**config.mk**
```make
export PLATFORM = sky130hd
export DESIGN_NAME = rtcc_core
export DESIGN_NICKNAME = d
export VERILOG_FILES = /design/src/verilog/rtcc_pkg.sv /design/src/verilog/rtcc_core.sv /design/src/verilog/rtcc_fifo.sv
export SDC_FILE = /design/constraint.sdc
export NUM_CORES = 2
export LEC_CHECK = 0
export BUFFER_PORTS_ARGS = -buffer_cell sky130_fd_sc_hd__buf_2
export CORE_UTILIZATION = 25
export DETAILED_ROUTE_END_ITERATION = 8
export GPL_ROUTABILITY_DRIVEN = 0
export PLACE_DENSITY_LB_ADDON = 0.15
export SKIP_CTS_REPAIR_TIMING = 1
export SYNTH_ARGS = -nofsm -noshare
export SYNTH_HDL_FRONTEND = slang
export SYNTH_SLANG_ARGS = --single-unit
```
**constraint.sdc**
```tcl
create_clock -name clk -period 14.85 [get_ports clk]
set_clock_uncertainty 0.15 [all_clocks]
set_input_delay 1.485 -clock clk [delete_from_list [all_inputs] [get_ports clk]]
set_output_delay 1.485 -clock clk [all_outputs]
set_load 0.01 [all_outputs]
```
**src/verilog/rtcc_pkg.sv**
```systemverilog
// Shared constants, field layouts and types of the tag control core
package rtcc_pkg;

    // ************************************************************
    // Memory organisation
    // ************************************************************
    localparam int NBLK = 10;
    localparam int BLKW = 33;
    localparam int DATW = 32;
    localparam int LOCK_BIT = 32;
    localparam logic [3:0] BLK_CFG = 4'h0;
    localparam logic [3:0] BLK_PWD = 4'h7;
    localparam logic [31:0] CFG_DEFAULT = 32'h0014_8000;

    // ************************************************************
    // Configuration word fields
    // ************************************************************
    localparam int CFG_KEY_HI = 31;
    localparam int CFG_KEY_LO = 28;
    localparam logic [3:0] KEY_EXT_A = 4'h6;
    localparam logic [3:0] KEY_EXT_B = 4'h9;
    localparam int CFG_XRATE_HI = 21;
    localparam int CFG_XRATE_LO = 16;
    localparam int CFG_LRATE_HI = 20;
    localparam int CFG_LRATE_LO = 18;
    localparam int CFG_MOD_HI = 15;
    localparam int CFG_MOD_LO = 11;
    localparam logic [4:0] MOD_MANCH = 5'h10;
    localparam int CFG_MAXB_HI = 7;
    localparam int CFG_MAXB_LO = 5;
    localparam int CFG_PWD = 4;
    localparam logic [7:0] XRATE_BASE = 8'h02;

    // ************************************************************
    // Write stream framing, intervals in carrier periods
    // ************************************************************
    localparam logic [1:0] OP_RESET = 2'h0;
    localparam logic [1:0] OP_WRITE = 2'h2;
    localparam int RX_W = 70;
    localparam logic [6:0] LEN_RESET = 7'h02;
    localparam logic [6:0] LEN_DA = 7'h06;
    localparam logic [6:0] LEN_WR = 7'h26;
    localparam logic [6:0] LEN_DAPW = 7'h26;
    localparam logic [6:0] LEN_WRPW = 7'h46;
    localparam logic [7:0] PI_MIN = 8'h0C;
    localparam logic [7:0] PI_ZERO_MAX = 8'h24;
    localparam logic [7:0] PI_ONE_MAX = 8'h48;
    localparam int F_ADDR_HI = 2;
    localparam int F_DATA_LO = 3;
    localparam int F_DATA_HI = 34;
    localparam int F_LOCK = 35;
    localparam int F_PWD_LO = 36;
    localparam int F_PWD_HI = 67;
    localparam int F_DPWD_LO = 4;
    localparam int F_DPWD_HI = 35;

    // ************************************************************
    // Types
    // ************************************************************
    typedef enum logic [1:0] {K_RESET = 2'b00, K_WRITE = 2'b01, K_DIRECT = 2'b10} rtcc_kind_t;
    typedef enum logic [1:0] {RX_WAIT = 2'b00, RX_GAP = 2'b01, RX_COUNT = 2'b10,
                              RX_PUSH = 2'b11} rtcc_rx_t;
    typedef enum logic [1:0] {TX_OFF = 2'b00, TX_LOAD = 2'b01, TX_BIT = 2'b10} rtcc_tx_t;

    typedef struct packed {
        rtcc_kind_t kind;
        logic [31:0] pwd;
        logic lock;
        logic [31:0] data;
        logic [2:0] addr;
    } rtcc_cmd_t;

    function automatic logic [7:0] rtcc_legacy_div(input logic [2:0] code);
        case (code)
            3'h0: rtcc_legacy_div = 8'h08;
            3'h1: rtcc_legacy_div = 8'h10;
            3'h2: rtcc_legacy_div = 8'h20;
            3'h3: rtcc_legacy_div = 8'h28;
            3'h4: rtcc_legacy_div = 8'h32;
            3'h5: rtcc_legacy_div = 8'h40;
            3'h6: rtcc_legacy_div = 8'h64;
            default: rtcc_legacy_div = 8'h80;
        endcase
    endfunction : rtcc_legacy_div

endpackage : rtcc_pkg
```
**src/verilog/rtcc_core.sv**
```systemverilog
// Tag control core: write decoder, memory controller, mode register, bit rate
// ************************************************************
// Overview of operation
// - Outgoing bit rate is carrier divided by any even value from 2 to 128.
// - Legacy mode offers fixed divisors 8,16,32,40,50,64,100,128.
// - Field gaps decode as pulse interval bits; bad frames are discarded.
// - Bit and frame timing counts carrier edges recovered from the field; programming time counts system clocks.
// - Everything stays idle until the power-on indication is good.
// - Mode register loads from block 0 after power-on and while reading.
// - Mode reload at each block read start, power-on and reset command.
// - First two received bits are the opcode: write or reset; a shorter write frame is direct access.
// - In password mode 32 bits after opcode are checked against block 7.
// - Delivered configuration word is 0014_8000, Manchester, carrier/64.
// - Memory is ten 33-bit blocks, accessed as whole blocks only.
// - Block 0 holds configuration, block 7 holds the password.
// - Data goes back by switching a load across the coil.
// - Controller runs memory reads, writes and write error handling.
// ************************************************************
`timescale 1ns/10ps
module rtcc_core import rtcc_pkg::*; #(
    parameter int PROG_CYC = 1000,
    parameter int FIFO_DEPTH = 16
) (
    // System
    input wire logic clk,
    input wire logic rstn,
    // Coil front end
    input wire logic rf_clk_pin,
    input wire logic field_on_pin,
    input wire logic por_ok_pin,
    output logic load_mod,
    // Status
    output logic cmd_error,
    output logic write_done,
    output logic pwd_reject,
    output logic [31:0] mode_word
);

    // ************************************************************
    // Pin synchronisers
    // ************************************************************
    logic [2:0] rf_s_q;
    logic [1:0] fld_s_q;
    logic [1:0] por_s_q;
    logic rf_tick;
    logic fld;
    logic por_q;
    logic run_rst;
    logic run_n;

    always_ff @(posedge clk) begin
        if (!rstn) begin
            rf_s_q <= '0;
            fld_s_q <= '0;
            por_s_q <= '0;
        end else begin
            rf_s_q <= {rf_s_q[1:0], rf_clk_pin};
            fld_s_q <= {fld_s_q[0], field_on_pin};
            por_s_q <= {por_s_q[0], por_ok_pin};
        end
    end

    assign rf_tick = rf_s_q[1] & ~rf_s_q[2];
    assign fld = fld_s_q[1];
    assign por_q = por_s_q[1];
    // Low supply holds all functional state except the block memory and the pin synchronisers in reset
    assign run_rst = !rstn || !por_q;
    assign run_n = !run_rst;

    // ************************************************************
    // Block memory
    // ************************************************************
    logic [NBLK-1:0][BLKW-1:0] mem_q;
    logic [31:0] mode_q;
    logic pw_mode;
    rtcc_cmd_t fcmd;
    logic pop_w;
    logic pw_ok_w;
    logic wr_ok_w;

    assign pw_mode = mode_q[CFG_PWD];

    // Nonvolatile: survives a supply dip, cleared only by system reset
    always_ff @(posedge clk) begin
        if (!rstn) begin
            mem_q <= '0;
            mem_q[BLK_CFG] <= {1'b0, CFG_DEFAULT};
        end else if (wr_ok_w) begin
            mem_q[fcmd.addr] <= {fcmd.lock, fcmd.data};
        end
    end

    // ************************************************************
    // Write decoder
    // ************************************************************
    rtcc_rx_t rx_st_q;
    logic [7:0] pi_cnt_q;
    logic [6:0] nb_q;
    logic [RX_W-1:0] sh_q;
    rtcc_cmd_t cmd_q;
    rtcc_cmd_t cmd_w;
    logic cmd_ok_w;
    logic [1:0] op_w;
    logic end_w;
    logic f_in_ready;
    logic f_in_valid;
    logic rx_busy;

    always_comb begin
        op_w = 2'h1;
        if (nb_q >= LEN_RESET) begin
            op_w = {sh_q[nb_q - 7'h01], sh_q[nb_q - 7'h02]};
        end
    end

    always_comb begin
        cmd_w = '0;
        cmd_ok_w = 1'b0;
        cmd_w.addr = sh_q[F_ADDR_HI:0];
        if (op_w == OP_RESET && nb_q == LEN_RESET) begin
            cmd_ok_w = 1'b1;
            cmd_w.kind = K_RESET;
        end else if (op_w == OP_WRITE) begin
            // Password mode changes the expected frame length
            if (nb_q == (pw_mode ? LEN_WRPW : LEN_WR)) begin
                cmd_ok_w = 1'b1;
                cmd_w.kind = K_WRITE;
                cmd_w.data = sh_q[F_DATA_HI:F_DATA_LO];
                cmd_w.lock = sh_q[F_LOCK];
                cmd_w.pwd = sh_q[F_PWD_HI:F_PWD_LO];
            end else if (nb_q == (pw_mode ? LEN_DAPW : LEN_DA)) begin
                cmd_ok_w = 1'b1;
                cmd_w.kind = K_DIRECT;
                cmd_w.pwd = sh_q[F_DPWD_HI:F_DPWD_LO];
            end
        end
    end

    assign end_w = (rx_st_q == RX_COUNT) && fld && rf_tick && (pi_cnt_q == PI_ONE_MAX);
    assign f_in_valid = (rx_st_q == RX_PUSH);
    assign rx_busy = (rx_st_q != RX_WAIT);

    always_ff @(posedge clk) begin
        if (run_rst) begin
            rx_st_q <= RX_WAIT;
            pi_cnt_q <= '0;
            nb_q <= '0;
            sh_q <= '0;
            cmd_q <= '0;
            cmd_error <= 1'b0;
        end else begin
            cmd_error <= 1'b0;
            case (rx_st_q)
                RX_WAIT: begin
                    if (!fld) begin
                        rx_st_q <= RX_GAP;
                        nb_q <= '0;
                        sh_q <= '0;
                    end
                end
                RX_GAP: begin
                    if (fld) begin
                        rx_st_q <= RX_COUNT;
                        pi_cnt_q <= '0;
                    end
                end
                RX_COUNT: begin
                    if (!fld) begin
                        if (pi_cnt_q < PI_MIN || nb_q == LEN_WRPW) begin
                            cmd_error <= 1'b1;
                            rx_st_q <= RX_WAIT;
                        end else begin
                            sh_q <= {sh_q[RX_W-2:0], pi_cnt_q > PI_ZERO_MAX};
                            nb_q <= nb_q + 7'h01;
                            rx_st_q <= RX_GAP;
                        end
                    end else if (rf_tick) begin
                        if (pi_cnt_q == PI_ONE_MAX) begin
                            if (cmd_ok_w) begin
                                cmd_q <= cmd_w;
                                rx_st_q <= RX_PUSH;
                            end else begin
                                cmd_error <= 1'b1;
                                rx_st_q <= RX_WAIT;
                            end
                        end else begin
                            pi_cnt_q <= pi_cnt_q + 8'h01;
                        end
                    end
                end
                RX_PUSH: begin
                    // Gaps seen while the queue is full are lost
                    if (f_in_ready) begin
                        rx_st_q <= RX_WAIT;
                    end
                end
                default: rx_st_q <= RX_WAIT;
            endcase
        end
    end

    // ************************************************************
    // Command queue
    // ************************************************************
    logic f_out_valid;
    logic [$bits(rtcc_cmd_t)-1:0] f_out_data;
    logic ex_ready;

    rtcc_fifo #(
        .W($bits(rtcc_cmd_t)),
        .DEPTH(FIFO_DEPTH)
    ) u_fifo (
        .clk(clk),
        .rstn(run_n),
        .in_valid(f_in_valid),
        .in_ready(f_in_ready),
        .in_data(cmd_q),
        .out_valid(f_out_valid),
        .out_ready(ex_ready),
        .out_data(f_out_data)
    );

    assign fcmd = rtcc_cmd_t'(f_out_data);

    // ************************************************************
    // Memory controller
    // ************************************************************
    logic [15:0] ex_cnt_q;

    assign ex_ready = (ex_cnt_q == '0);
    assign pop_w = f_out_valid && ex_ready;
    assign pw_ok_w = !pw_mode || (fcmd.pwd == mem_q[BLK_PWD][DATW-1:0]);
    assign wr_ok_w = pop_w && fcmd.kind == K_WRITE && pw_ok_w
                     && !mem_q[fcmd.addr][LOCK_BIT];

    always_ff @(posedge clk) begin
        if (run_rst) begin
            ex_cnt_q <= '0;
            write_done <= 1'b0;
            pwd_reject <= 1'b0;
        end else begin
            write_done <= wr_ok_w;
            pwd_reject <= pop_w && fcmd.kind != K_RESET && !pw_ok_w;
            // Programming time stalls the queue, so back-pressure reaches the decoder
            if (wr_ok_w) begin
                ex_cnt_q <= 16'(PROG_CYC);
            end else if (!ex_ready) begin
                ex_cnt_q <= ex_cnt_q - 16'h0001;
            end
        end
    end

    // ************************************************************
    // Data rate and read-out
    // ************************************************************
    rtcc_tx_t tx_st_q;
    logic [7:0] div_q;
    logic [7:0] div_w;
    logic ext_w;
    logic [3:0] blk_q;
    logic [3:0] nxt_blk;
    logic [2:0] maxb;
    logic [31:0] tx_sh_q;
    logic [4:0] bit_q;
    logic [7:0] tx_cnt_q;
    logic manch;

    assign ext_w = (mode_q[CFG_KEY_HI:CFG_KEY_LO] == KEY_EXT_A)
                   || (mode_q[CFG_KEY_HI:CFG_KEY_LO] == KEY_EXT_B);
    assign div_w = ext_w ? ({1'b0, mode_q[CFG_XRATE_HI:CFG_XRATE_LO], 1'b0} + XRATE_BASE)
                         : rtcc_legacy_div(mode_q[CFG_LRATE_HI:CFG_LRATE_LO]);
    assign manch = (mode_q[CFG_MOD_HI:CFG_MOD_LO] == MOD_MANCH);
    assign maxb = mode_q[CFG_MAXB_HI:CFG_MAXB_LO];
    // Zero max block means block 0 is sent forever
    assign nxt_blk = (maxb == 3'h0) ? 4'h0
                   : ((blk_q >= {1'b0, maxb} || blk_q == 4'h0) ? 4'h1 : blk_q + 4'h1);

    always_ff @(posedge clk) begin
        if (run_rst) begin
            div_q <= XRATE_BASE;
        end else begin
            div_q <= div_w;
        end
    end

    assign mode_word = mode_q;

    always_ff @(posedge clk) begin
        if (run_rst) begin
            tx_st_q <= TX_LOAD;
            mode_q <= CFG_DEFAULT;
            blk_q <= '0;
            tx_sh_q <= '0;
            bit_q <= '0;
            tx_cnt_q <= '0;
            load_mod <= 1'b0;
        end else if (pop_w && fcmd.kind == K_RESET) begin
            tx_st_q <= TX_LOAD;
            blk_q <= '0;
            load_mod <= 1'b0;
        end else if (pop_w && fcmd.kind == K_DIRECT && pw_ok_w) begin
            tx_st_q <= TX_LOAD;
            blk_q <= {1'b0, fcmd.addr};
            load_mod <= 1'b0;
        end else begin
            case (tx_st_q)
                TX_OFF: begin
                    load_mod <= 1'b0;
                    if (!rx_busy && ex_ready && !f_out_valid) begin
                        tx_st_q <= TX_LOAD;
                    end
                end
                TX_LOAD: begin
                    mode_q <= mem_q[BLK_CFG][DATW-1:0];
                    tx_sh_q <= mem_q[blk_q][DATW-1:0];
                    bit_q <= '0;
                    tx_cnt_q <= '0;
                    tx_st_q <= TX_BIT;
                end
                TX_BIT: begin
                    if (rx_busy) begin
                        tx_st_q <= TX_OFF;
                        load_mod <= 1'b0;
                    end else if (rf_tick) begin
                        if (tx_cnt_q == 8'h00) begin
                            load_mod <= manch ? ~tx_sh_q[DATW-1] : tx_sh_q[DATW-1];
                        end else if (tx_cnt_q == (div_q >> 1)) begin
                            load_mod <= tx_sh_q[DATW-1];
                        end
                        if (tx_cnt_q == div_q - 8'h01) begin
                            tx_cnt_q <= '0;
                            tx_sh_q <= {tx_sh_q[DATW-2:0], 1'b0};
                            bit_q <= bit_q + 5'h01;
                            if (bit_q == 5'h1F) begin
                                blk_q <= nxt_blk;
                                tx_st_q <= TX_LOAD;
                            end
                        end else begin
                            tx_cnt_q <= tx_cnt_q + 8'h01;
                        end
                    end
                end
                default: tx_st_q <= TX_OFF;
            endcase
        end
    end
endmodule : rtcc_core

```
**src/verilog/rtcc_fifo.sv**
```systemverilog
// Command FIFO between write decoder and memory controller
`timescale 1ns/10ps
module rtcc_fifo #(
    parameter int W = 8,
    parameter int DEPTH = 16
) (
    // System
    input wire logic clk,
    input wire logic rstn,
    // Fill side
    input wire logic in_valid,
    output logic in_ready,
    input wire logic [W-1:0] in_data,
    // Drain side
    output logic out_valid,
    input wire logic out_ready,
    output logic [W-1:0] out_data
);
    localparam int AW = $clog2(DEPTH);

    logic [W-1:0] buf_q [DEPTH];
    logic [AW:0] wp_q;
    logic [AW:0] rp_q;

    // Extra pointer bit tells full from empty
    assign in_ready = (wp_q[AW-1:0] != rp_q[AW-1:0]) || (wp_q[AW] == rp_q[AW]);
    assign out_valid = (wp_q != rp_q);
    assign out_data = buf_q[rp_q[AW-1:0]];

    always_ff @(posedge clk) begin
        if (in_valid && in_ready) begin
            buf_q[wp_q[AW-1:0]] <= in_data;
        end
    end

    always_ff @(posedge clk) begin
        if (!rstn) begin
            wp_q <= '0;
        end else if (in_valid && in_ready) begin
            wp_q <= wp_q + 1'b1;
        end
    end

    always_ff @(posedge clk) begin
        if (!rstn) begin
            rp_q <= '0;
        end else if (out_valid && out_ready) begin
            rp_q <= rp_q + 1'b1;
        end
    end

endmodule : rtcc_fifo

```
==> impl_metrics.csv <==
group,metric,value,unit
min_path,hold_class,"flop to flop",
grt,met1_usage,21.1,%
worst_setup_path,cp_data_arrival_time,7.81,ns
finish,number_of_nets_in_the_final_layout,4595,
die,io_pins,41,
worst_setup_path,required,15.42,ns
finish,layout.cells.most_common,"sky130_fd_sc_hd__edfxtp_1",
cts,cts_tree,"done",
cts,number_of_clock_buffers_inserted_by_tritoncts,193,
die,placementRows,191,
logic_synthesis,synthesized_nets,4593,
worst_setup_path,timing.critical_path.cells,"buf_4, buf_4, mux4_2, mux2i_1, xnor2_1, a32oi_1, o211ai_1, nor4_1, nand4_1, o21ai_4, nand4_4, mux2i_1",
die,fp.dieArea,0.276,mm²
die,initial_core_util,25.2,%
finish,drive_gt1_share,18.0,%
timing,worst-slew-pin-transition,1.14,ns
drt,drc,0,
timing,grt_setup_unrepaired,"no",
cts,cts_htree_levels,4,
worst_setup_path,cpPeakStageDelay,0.93,ns
logic_synthesis,yosysUniqueCellTypes,76,
timing,period_needed,7.23,ns
worst_setup_path,cp_capture_type,"flop",
finish,most-common-layout-cells,"1120 x sky130_fd_sc_hd__edfxtp_1, 622 x sky130_fd_sc_hd__nand2_1, 544 x sky130_fd_sc_hd__dfxtp_1, 420 x sky130_fd_sc_hd__mux2i_1, 376 x sky130_fd_sc_hd__mux4_2",
drt,detail_route.wl_per_cell,25.2,µm
worst_setup_path,startpoint_type,"flop",
logic_synthesis,post_synth_instance_area,0.0686,mm²
logic_synthesis,main_combinational_cell_family_by_area_after_synthesis,"multiplexers",
pwr,p_leak,0.0232,µW
grt,groute.layer.met2.usage,24.1,%
timing,finalMaxSlewViolations,0,
grt,via_count_of_the_first_global_routing_pass,39400,
die,core_region_area,0.272,mm²
worst_setup_path,cp_max_fo,39,
logic_synthesis,post_synthesis_async_set_or_reset_flop_share,0,%
drt,dr_total_vias,39200,
grt,global_route.usage.total,14.9,%
logic_synthesis,syn_area_per_cell,15.0,µm²
pwr,ir_worst_vdd,0.000117,V
logic_synthesis,synthXorXnorAreaFrac,1.55,%
logic_synthesis,yosysSeqAreaShare,65.2,%
logic_synthesis,ys_ff_latch,1672,
drt,drt-initial-drc-count,2876,
logic_synthesis,syn-instance-count,4561,
cts,numClockSinks,1672,
finish,filler_instances,27100,
grt,global_route.peak_usage_layer,"met2",
worst_setup_path,crit_path_top_delay_cell,"sky130_fd_sc_hd__nand4_4",
pwr,p_per_cell_area,122,mW/mm²
logic_synthesis,synth_fa_ha_area_share,0.493,%
placement,pre_cts_ws,7.36,ns
grt,gr-usage-met3,2.03,%
worst_setup_path,timing.setup.critical_path_class,"flop to flop",
timing,worst_slew_margin_rel,24.1,%
placement,place.port_buffers,40,
pwr,fin_total_pwr,9600,µW
cts,clk_path_buf_depth,3,
drt,route.antenna.remaining_nets,0,
timing,final_min_period_over_clock_period,48.7,%
placement,hpwl,122,mm
logic_synthesis,yosysWarningCount,0,
timing,hold_violations,0,
grt,wire_length_of_the_first_global_routing_pass,302,mm
grt,antenna_found_initial,12,
finish,areaGrowthSynthToFinish,15.2,%
cts,cts_root_buf,"sky130_fd_sc_hd__clkbuf_16",
cts,cts.reportedPaths.clkPinSlew,0.06,ns
logic_synthesis,most_instantiated_flip_flop_cell_in_the_synthesis_netlist,"sky130_fd_sc_hd__edfxtp_1",
die,die_h,526,µm
logic_synthesis,compound_gate_portion_of_the_synthesized_area,4.19,%
drt,viasPerCell,4.72,
timing,setup_viol,0,
finish,fin_area,0.0790,mm²
grt,globalRoute.totalOverflow,0,
logic_synthesis,synth.area.mux_share,18.6,%
drt,wirelength,209,mm
die,die_w,526,µm
logic_synthesis,synth_edf_count,1120,
timing,max_clock_freq,138,MHz
status,status,"finished clean",
placement,post_dp_cell_area,0.0728,mm²
cts,clk_latency,0.85,ns
timing,layout_setup_ws,7.62,ns
grt,maximum_number_of_pins_on_one_net_before_global_route_repair,145,
logic_synthesis,synth-simple-area-share,7.67,%
drt,drt_pass1_iterations,6,
timing,fin_tns_setup,0,ns
flow_run,maxCapViolations,0,
-- cell families (layout without fill, tap and decap cells) --
| family | count (synthesis) | after routing |
|---|---|---|
| DFF | 1672 | 1672 |
| and+or+nand+nor | 1151 | 1151 |
| muxes | 806 | 806 |
| AOI/OAI and AO/OA | 432 | 432 |
| buffers and inverters | 352 | 524 |
| xor gates and xnor gates | 121 | 121 |
| adders and majority gates | 27 | 27 |
| other | 0 | 1 |
-- metal layers --
layer | wire length [µm] | part of all wire, %
met4 | 3700 | 1.8
met1 | 99500 | 48
met5 | 27 | 0.013
met3 | 7320 | 3.5
met2 | 98500 | 47
-- sequential cells by signal, indices dropped and copies added (netlist names), 16 cells and up, named ones only --
signal / flops
u_fifo.buf_q: 1120
mem_q: 264
cmd_q: 70
sh_q: 70
mode_word: 32
tx_sh_q: 32
ex_cnt_q: 16
-- stage by stage --
step | instances | utilization [%] | hold WS, ns
after CTS | 8303 | 29.1 | 0.303
after floorplan | 4561 | - | 0.262
after detailed placement | 7938 | 26.8 | 0.283
final | 8304 | 29.1 | 0.300
after global routing | 8304 | 29.1 | 0.323
after global placement | 7938 | 26.8 | 0.273
-- power breakdown --
| group | switching [µW] | internal [µW] | total (µW) |
|---|---|---|---|
| combinational | 60.9 | 10.9 | 71.8 |
| clock | 1980 | 2640 | 4630 |
| sequential | 1.40 | 4910 | 4910 |
| total | 2050 | 7560 | 9600 |
-- synth_stat cells, drive strengths merged, types with 6 or more instances --
library cell / count / area share (%)
a31oi: 15 / 0.14
nor2: 107 / 0.59
or3: 9 / 0.082
buf: 137 / 1.1
inv: 32 / 0.18
nand3: 181 / 1.3
edfxtp: 1120 / 49
a211oi: 38 / 0.42
mux2i: 420 / 6.1
o31a: 6 / 0.077
nand2b: 20 / 0.18
mux4: 376 / 12
nand4: 60 / 0.67
nor3: 28 / 0.20
nand2: 623 / 3.4
a21oi: 109 / 0.80
ha: 27 / 0.49
o31ai: 39 / 0.43
a22oi: 75 / 0.82
a221oi: 10 / 0.13
or4: 6 / 0.071
a22o: 11 / 0.14
xor2: 52 / 0.66
and2: 16 / 0.15
mux2: 10 / 0.16
dfxtp: 552 / 16
clkbuf: 182 / 1.0
and3: 29 / 0.26
xnor2: 69 / 0.88
nor2b: 31 / 0.28
nor4: 18 / 0.16
o21ai: 74 / 0.56
o22ai: 7 / 0.064
-- final timing paths --
path	end	depth (start not counted)	start	slack (ns)
worst max-delay path	mem_q[69]$_SDFFE_PN0P_	12	flop	7.62
worst min register to register	por_s_q[1]$_SDFF_PN0_	1	por_s_q[0]$_SDFF_PN0_	0.30
worst max register to register	mem_q[69]$_SDFFE_PN0P_	12	flop	7.62
worst min-delay path	por_s_q[1]$_SDFF_PN0_	1	por_s_q[0]$_SDFF_PN0_	0.30
-- critical path: cells and delay by family, from the launching register on --
family,cells,cell delay [ns]
compound gates,3,1.24
xor+xnor,1,0.09
buf+inv,2,1.32
flops,1,0.68
mux,3,1.20
simple gates,3,2.22
-- final cells by class --
class | count | area, µm² | share of cell area (%)
sequential | 1672 | 44700 | 56.6
multi-input combinational | 2537 | 22500 | 28.5
antenna | 1 | 2.50 | 0.00317
clock buffer | 291 | 5550 | 7.03
inverter | 33 | 124 | 0.157
clock inverter | 74 | 621 | 0.786
timing repair buffer | 126 | 968 | 1.23
tap | 3570 | 4470 | 5.66
(Power assumes the default switching activity.)
